===== config.mk =====
export PLATFORM = sky130hd
export DESIGN_NAME = eblane_core
export DESIGN_NICKNAME = d
export VERILOG_FILES = /design/src/core/eblane_pkg.sv /design/src/core/eblane_core.sv
export SDC_FILE = /design/constraint.sdc
export NUM_CORES = 1
export LEC_CHECK = 0
export BUFFER_PORTS_ARGS = -buffer_cell sky130_fd_sc_hd__clkbuf_2
export CORE_MARGIN = 2
export CORE_UTILIZATION = 45
export CTS_BUF_LIST = sky130_fd_sc_hd__clkbuf_4
export DETAILED_ROUTE_END_ITERATION = 8
export GPL_ROUTABILITY_DRIVEN = 0
export PLACE_DENSITY_LB_ADDON = 0.15
export SETUP_SLACK_MARGIN = 0.02
export SYNTH_ARGS = -nofsm -noshare
export SYNTH_HDL_FRONTEND = slang
export SYNTH_SLANG_ARGS = --single-unit

===== constraint.sdc =====
create_clock -name i_clk -period 4.05 [get_ports i_clk]
set_clock_uncertainty 0.1 [all_clocks]
set_input_delay 0.2025 -clock i_clk [delete_from_list [all_inputs] [get_ports i_clk]]
set_output_delay 0.2025 -clock i_clk [all_outputs]
set_load 0.05 [all_outputs]

===== src/core/eblane_pkg.sv =====
package eblane_pkg;
    // Data path geometry
    localparam int DATA_W   = 32;
    localparam int LANES    = 4;
    localparam int LANE_W   = 8;
    localparam int ADDR_HI  = 35;
    localparam int ADDR_LO  = 2;
    localparam int ADDR_W   = ADDR_HI - ADDR_LO + 1;
    localparam int TOP_W    = 4;
    localparam int LOW_W    = ADDR_W - TOP_W;
    // Constant upper address bits
    localparam logic [TOP_W-1:0] ADDR_TOP_CONST = 4'h0;
    // Reset values
    localparam logic [LANES-1:0]  BE_RESET   = 4'h0;
    localparam logic [DATA_W-1:0] DATA_RESET = 32'h0000_0000;
    localparam logic [LOW_W-1:0]  ADDR_RESET = 30'h0000_0000;
endpackage : eblane_pkg


===== src/core/eblane_core.sv =====
`timescale 1ns/1ps
`default_nettype none
module eblane_core (
    // Clock and reset
    input  wire logic                                i_clk,
    input  wire logic                                i_reset,
    // Core-side request
    input  wire logic                                i_req,
    input  wire logic                                i_req_write,
    input  wire logic [eblane_pkg::LOW_W-1:0]        i_req_addr,
    input  wire logic [eblane_pkg::LANES-1:0]        i_req_be,
    input  wire logic [eblane_pkg::DATA_W-1:0]       i_req_wdata,
    input  wire logic                                i_req_done,
    // Bus outputs
    output logic                                     o_addr_qualifier_valid,
    output logic                                     o_xfer_is_write,
    output logic [eblane_pkg::ADDR_HI:eblane_pkg::ADDR_LO] o_bus_word_addr,
    output logic [eblane_pkg::LANES-1:0]             o_byte_lane_enable,
    output logic [eblane_pkg::DATA_W-1:0]            o_bus_write_word,
    // Bus read return
    input  wire logic [eblane_pkg::DATA_W-1:0]       i_bus_read_word,
    input  wire logic                                i_read_word_valid,
    // Core-side read result
    output logic [eblane_pkg::DATA_W-1:0]            o_read_data,
    output logic                                     o_read_strobe
);
    import eblane_pkg::*;

    // Transaction hold states
    typedef enum logic [0:0] {
        EBLANE_IDLE = 1'b0,
        EBLANE_HOLD = 1'b1
    } eblane_state_t;

    // Registered bus fields and read result
    eblane_state_t        state_q, state_d;
    logic                 wr_q, wr_d;
    logic [LOW_W-1:0]     addr_q, addr_d;
    logic [LANES-1:0]     be_q, be_d;
    logic [DATA_W-1:0]    wd_q, wd_d;
    logic [DATA_W-1:0]    rd_q, rd_d;
    logic                 rs_q, rs_d;

    // Decoded qualifiers and lane masks
    logic                 holding;
    logic                 rd_take;
    logic [DATA_W-1:0]    req_mask;
    logic [DATA_W-1:0]    take_mask;

    // Qualifier high while a transaction is held
    assign holding = (state_q == EBLANE_HOLD);
    // Read data taken only for a held read with valid data
    assign rd_take = holding && !wr_q && i_read_word_valid;

    // Per-lane masks and lane checks
    for (genvar g = 0; g < LANES; g++) begin : g_lane
        // Request lanes gate write data at capture
        assign req_mask[g*LANE_W +: LANE_W]  = {LANE_W{i_req_be[g]}};
        // Enabled lanes take read data
        assign take_mask[g*LANE_W +: LANE_W] = {LANE_W{rd_take && be_q[g]}};

    end

    // Request capture and hold until done
    always_comb begin
        state_d = state_q;
        wr_d    = wr_q;
        addr_d  = addr_q;
        be_d    = be_q;
        wd_d    = wd_q;
        case (state_q)
            EBLANE_IDLE: begin
                if (i_req) begin
                    state_d = EBLANE_HOLD;
                    wr_d    = i_req_write;
                    addr_d  = i_req_addr;
                    be_d    = i_req_be;
                    wd_d    = i_req_wdata & req_mask;
                end
            end
            EBLANE_HOLD: begin
                if (i_req_done) begin
                    state_d = EBLANE_IDLE;
                    be_d    = BE_RESET;
                    wd_d    = DATA_RESET;
                end
            end
            default: begin
                state_d = EBLANE_IDLE;
                be_d    = BE_RESET;
                wd_d    = DATA_RESET;
            end
        endcase
    end

    // Read lane merge; lanes not enabled keep their old byte
    always_comb begin
        rd_d = (rd_q & ~take_mask) | (i_bus_read_word & take_mask);
        rs_d = rd_take;
    end

    // State registers
    always_ff @(posedge i_clk) begin
        if (i_reset) begin
            state_q <= EBLANE_IDLE;
            wr_q    <= 1'b0;
            addr_q  <= ADDR_RESET;
            be_q    <= BE_RESET;
            wd_q    <= DATA_RESET;
            rd_q    <= DATA_RESET;
            rs_q    <= 1'b0;
        end else begin
            state_q <= state_d;
            wr_q    <= wr_d;
            addr_q  <= addr_d;
            be_q    <= be_d;
            wd_q    <= wd_d;
            rd_q    <= rd_d;
            rs_q    <= rs_d;
        end
    end

    // Bus drive straight from registers
    always_comb begin
        o_addr_qualifier_valid = holding;
        o_xfer_is_write        = wr_q;
        o_bus_word_addr        = {ADDR_TOP_CONST, addr_q};
        o_byte_lane_enable     = be_q;
        o_bus_write_word       = wd_q;
        o_read_data            = rd_q;
        o_read_strobe          = rs_q;
    end
endmodule : eblane_core
`default_nettype wire


==> impl_metrics.tcl, run 1 <==
set metrics [dict create \
    setup-tns-final_ps 0 \
    crit_family "simple AND/OR/NAND/NOR gates" \
    whs_ps 94.0 \
    grt_use_total_pct 24.9 \
    via_per_inst 4.76 \
    ctsHoldBuffers 100 \
    postRouteAntennaNets 0 \
    cp_data_arrival_time_ps 2470 \
    ctsResizeCount 0 \
    pin_count 209 \
    die_w_um 92.6 \
    period_minus_slack_ps 2230 \
    grt.overflow.total 0 \
    drive_gt1_share_pct 33.4 \
    synth_area_per_cell_um2 9.17 \
    antenna_found_initial 0 \
    grt_pass1_vias 3606 \
    required_ps 4290 \
    final_nets 776 \
    max_freq_mhz 449 \
    die_h_um 92.6 \
    final_common_cell "clkbuf_2" \
    use_met1_pct 28.6 \
    numCtsBuffers 9 \
    power_w 0.00211 \
    grt_max_degree 70 \
    ir_drop_v 0.000235 \
    final_cell_mix "204 x clkbuf_2, 129 x nand2_1, 101 x dfxtp_1" \
    path_max_fanout 31 \
    antenna_cells 0 \
    p_leak_nw 2.65 \
    rsz0062_at_grt "false" \
    synth_cell_types 25 \
    post_drt_wl_per_cell_um 13.7 \
    clkTransAtPathRegs_ps 150 \
    dpl_cell_area_mm2 0.00449 \
    drt_first_iter_violations 225 \
    yosysSeqAreaShare_pct 57.2 \
    syn_area_mm2 0.00353 \
    grtUsageMet2_pct 44.5 \
    cts_tree "done" \
    end_kind "flip-flop" \
    numClockSinks 101 \
    row_count 32 \
    gr-usage-met3_pct 6.10 \
    core_mm2 0.00765 \
    synth_seq_cells 101 \
    yosysWarningCount 0 \
    cp_slowest_cell "nand2b_1" \
    maxCapViolations 0 \
    syn2layout_area_growth_pct 61.0 \
    slowest_delay_ps 980 \
    clk_latency_ps 420 \
    grt_first_pass_wirelength_um 17000 \
    drtPass1Iterations 4 \
    critPathBufInv 0 \
    dp_hpwl_um 6560 \
    design_area_mm2 0.00569 \
    syn_inst 385 \
    root_buffer "clkbuf_4" \
    grt-busiest-layer "met2" \
    startpoint_type "flip-flop" \
    htree_levels 3 \
    finish.utilization_pct 74.3 \
    start_util_pct 46.2 \
    cts_buffer_depth 2 \
    tightest_slew_ps 1190 \
    min_period_over_period_pct 55.0 \
    drv_slew 0 \
    status "finished, final reports clean" \
    crit_type "flip-flop to flip-flop" \
    crit_path_cell_trace "nand2b_1, nand2_1, a21oi_1" \
    io_buffers 204 \
    drc 0 \
    maxSlewHeadroom_pct 20.7 \
    final-hold-violation-count 0 \
    routed_wl_um 10600 \
    power_density_mw_per_mm2 371 \
    post_cts_buffers 0 \
    vias 3707 \
    hold_class "input port to flip-flop" \
    dieArea_mm2 0.00857 \
    setup_viol 0 \
]
==> synth_stat cells <==
library cell / n / area [µm²]
buf_1: 1 / 3.75
a21o_1: 4 / 30.0
nor2_1: 1 / 3.75
conb_1: 1 / 3.75
nor3_1: 1 / 5.00
and4b_1: 4 / 40.0
a22o_1: 30 / 263
a211oi_1: 1 / 7.51
buf_4: 5 / 37.5
clkbuf_2: 5 / 25.0
nand4b_1: 6 / 52.6
a21oi_1: 65 / 325
nand2_1: 129 / 484
and2_1: 4 / 25.0
buf_8: 1 / 15.0
buf_12: 2 / 40.0
dfxtp_1: 101 / 2020
nor3b_2: 1 / 12.5
nor2b_2: 1 / 8.76
nand2b_1: 1 / 6.26
buf_2: 6 / 30.0
mux2i_2: 1 / 13.8
clkbuf_1: 11 / 41.3
buf_6: 2 / 22.5
nor2b_4: 1 / 13.8
==> cell families after synthesis <==
| family | synth area share (%) |
|---|---|
| and+or+nand+nor | 18.5 |
| DFF | 57.2 |
| AOI/OAI and AO/OA | 17.7 |
| buffers and inverters | 6.09 |
| muxes | 0.390 |
| other | 0.106 |
==> per-layer routing <==
metal / up-vias / routed length, µm
met5: - / 0
met4: 0 / 240
met3: 23 / 743
met2: 142 / 5380
met1: 1681 / 4280
li1: 1861 / -
==> metrics by stage <==
stage	cells	worst slack, ps
global placement	663	1990
detailed placement	663	1910
global route	779	1600
floorplan	388	2310
finish	779	1820
CTS	779	1880
==> power by group <==
part / leakage (nW) / internal, W / switching (W)
Clock: 0.102 / 0.000322 / 0.000340
Sequential: 0.822 / 0.00103 / 0.0000243
Combinational: 1.73 / 0.000152 / 0.000241
Total: 2.65 / 0.00150 / 0.000605
==> final timing paths <==
path / startpoint / cells past startpoint / end / slack, ps
worst max register to register: o_addr_qualifier_valid$_SDFF_PP0_ / 3 / addr_q[12]$_SDFFE_PP0P_ / 1820
worst max-delay path: o_addr_qualifier_valid$_SDFF_PP0_ / 3 / addr_q[12]$_SDFFE_PP0P_ / 1820
worst min register to register: addr_q[26]$_SDFFE_PP0P_ / 2 / addr_q[26]$_SDFFE_PP0P_ / 360
worst min-delay path: i_req / 4 / o_bus_write_word[10]$_SDFFE_PP0P_ / 90
==> area by class of cell <==
| class | count | area [µm²] |
|---|---|---|
| clock inverter | 7 | 125 |
| multi-input combinational | 254 | 1310 |
| clock buffer | 9 | 67.6 |
| sequential | 101 | 2020 |
| tap | 102 | 128 |
| timing repair buffer | 306 | 2040 |
| fill | 568 | 1960 |
==> tightest hold or removal path: stages <==
cell and delay, ps:
clkbuf_2 150, mux2i_2 110, nand2_1 70, a21oi_1 50
Note: power is estimated with default switching activity, not from simulation.
==> run 2: changes to the inputs <==
clock period = 2.2 ns   (was 4.05 ns; I/O delays follow)
==> run 2 against run 1 <==
Compared with the run above: total power rose by 72%; global-route usage rose by 0.53 points; hold slack got worse by 4.3 ps; clock-buffer cell count rose by 1; final area rose by 1.3%; sequential cell count did not move; largest power group unchanged.
==> impl_metrics.tcl, run 2 (synthesis results as in run 1) <==
set metrics [dict create \
    cp_data_arrival_time_ps 2280 \
    cp-endpoint "o_bus_write_word[10]$_SDFFE_PP0P_" \
    design_area_mm2 0.00576 \
    dpl_cell_area_mm2 0.00451 \
    final_common_cell "clkbuf_2" \
    htree_levels 3 \
    crit_family "buffers and inverters" \
    crit_type "flip-flop to flip-flop" \
    p_sw_share_pct 29.9 \
    antenna_cells 0 \
    pin_count 209 \
    routed_wl_um 11000 \
    startpoint "o_addr_qualifier_valid$_SDFF_PP0_" \
    grt_use_total_pct 25.4 \
    antenna_found_initial 0 \
    required_ps 2420 \
    hold_class "input port to flip-flop" \
    p_clk_share_pct 26.2 \
    grt_max_degree 57 \
    drt_first_iter_violations 133 \
    n_fill_cell 554 \
    min_period_over_period_pct 93.4 \
    io_buffers 204 \
    path_max_fanout 7 \
    dp_hpwl_um 6730 \
    grt_pass1_vias 3818 \
    cts_buffer_depth 2 \
    r2r.worst_path.cells 4 \
    p_leak_nw 2.71 \
    maxSlewHeadroom_pct 18.3 \
    min_path_cells 3 \
    p_int_w 0.00254 \
    syn2layout_area_growth_pct 63.1 \
    power_density_mw_per_mm2 630 \
    cp_slowest_cell "dlygate4sd3_1" \
    max_freq_mhz 487 \
    ir_drop_v 0.000377 \
    clkTransAtPathRegs_ps 140 \
    crit_path_cell_trace "nand4b_1, dlygate4sd3_1, a21oi_1, dlygate4sd3_1" \
    drtPass1Iterations 4 \
    maxCapViolations 0 \
    grt.overflow.total 0 \
    end_kind "flip-flop" \
    reg2reg_from "o_addr_qualifier_valid$_SDFF_PP0_" \
    post_drt_wl_per_cell_um 13.9 \
    root_buffer "clkbuf_4" \
    startpoint_type "flip-flop" \
    tightest_slew_ps 1220 \
    drc 0 \
    cts_tree "done" \
    timing.final.ws_setup_ps 146 \
    final_cell_mix "204 x clkbuf_2, 129 x nand2_1, 110 x dlygate4sd3_1" \
    start_util_pct 46.2 \
    dieArea_mm2 0.00857 \
    drive_gt1_share_pct 33.1 \
    postRouteAntennaNets 0 \
    setup_viol 0 \
    vias 3850 \
    pwr-share-seq_pct 53.4 \
    comb_power_share_pct 20.3 \
    final-hold-violation-count 0 \
    row_count 32 \
    worst-path-stages 4 \
    cpMostUsedCell "dlygate4sd3_1" \
    slowest_delay_ps 560 \
    core_mm2 0.00765 \
    setup-tns-final_ps 0 \
    whs_ps 89.7 \
    grt_first_pass_wirelength_um 17500 \
    pre_cts_ws_ps 331 \
    status "finished, final reports clean" \
    numCtsBuffers 9 \
    via_per_inst 4.85 \
    numClockSinks 101 \
    p_switching_w 0.00109 \
    r2r_slack_ps 150 \
    critPathBufInv 2 \
    die_w_um 92.6 \
    die_h_um 92.6 \
    drv_slew 0 \
    rsz0062_at_grt "false" \
    final_nets 790 \
    rr_endpoint "o_bus_write_word[10]$_SDFFE_PP0P_" \
    period_minus_slack_ps 2050 \
    clk_latency_ps 430 \
]
## run 2: timing repair
item | CTS | global route
gates resized for setup | 0 | 1
setup buffers | 0 | 1
endpoints found under the setup margin | 0 | 7
hold endpoints to repair | 97 | 0
hold buffers | 110 | 0
## run 2: metal layers
metal / GRT usage, % / part of all wire (%) / vias to the layer above
met3: 5.37 / 6.7 / 27
met5: 0 / 0 / -
li1: - / - / 1890
met4: 10.6 / 2.8 / 0
met2: 45.7 / 51 / 147
met1: 29.2 / 39 / 1786
## run 2: layout make-up
cell class              instances  area, µm²  share of cell area (%)
multi-input cells             254       1310                    22.7
flip-flops and latches        101       2020                    35.1
clock inverters                 6       62.6                    1.09
clock buffers                  10       75.1                    1.30
well taps                     102        128                    2.21
repair buffers                320       2170                    37.6
## run 2: power by group through the flow
stage | registers [W] | logic, W | clock network [W]
after floorplan | 0.00220 | 0.000188 | 0
after global placement | 0.00197 | 0.000576 | 0
after detailed placement | 0.00198 | 0.000584 | 0
after CTS | 0.00194 | 0.000729 | 0.000978
after global routing | 0.00195 | 0.000783 | 0.00105
final | 0.00194 | 0.000738 | 0.000953
## run 2: how the worst min path moves through the flow
| stage | endpoint | slack (ps) | from |
|---|---|---|---|
| after global placement | o_bus_write_word[2]$_SDFFE_PP0P_ | 220 | i_req_wdata[2] |
| after global routing | o_byte_lane_enable[1]$_SDFFE_PP0P_ | 100 | i_req_be[1] |
| after detailed placement | o_bus_write_word[28]$_SDFFE_PP0P_ | 220 | i_req_wdata[28] |
| after CTS | o_byte_lane_enable[1]$_SDFFE_PP0P_ | 70 | i_req_be[1] |
| final | o_byte_lane_enable[1]$_SDFFE_PP0P_ | 90 | i_req_be[1] |
| after floorplan | o_addr_qualifier_valid$_SDFF_PP0_ | 110 | i_req_done |
## run 2: stage by stage
stage,total power [W],cells,util (%)
4_1_cts,0.00364,792,75.2
6_report,0.00363,793,75.3
5_1_grt,0.00378,793,75.3
3_3_place_gp,0.00255,666,59.0
3_5_place_dp,0.00256,666,59.0
2_1_floorplan,0.00239,388,-
## run 2: worst reg2reg max path, cell delays in order, from the launching register on
cell and delay [ps]:
dfxtp_1 510, nand4b_1 160, dlygate4sd3_1 560, a21oi_1 60, dlygate4sd3_1 560
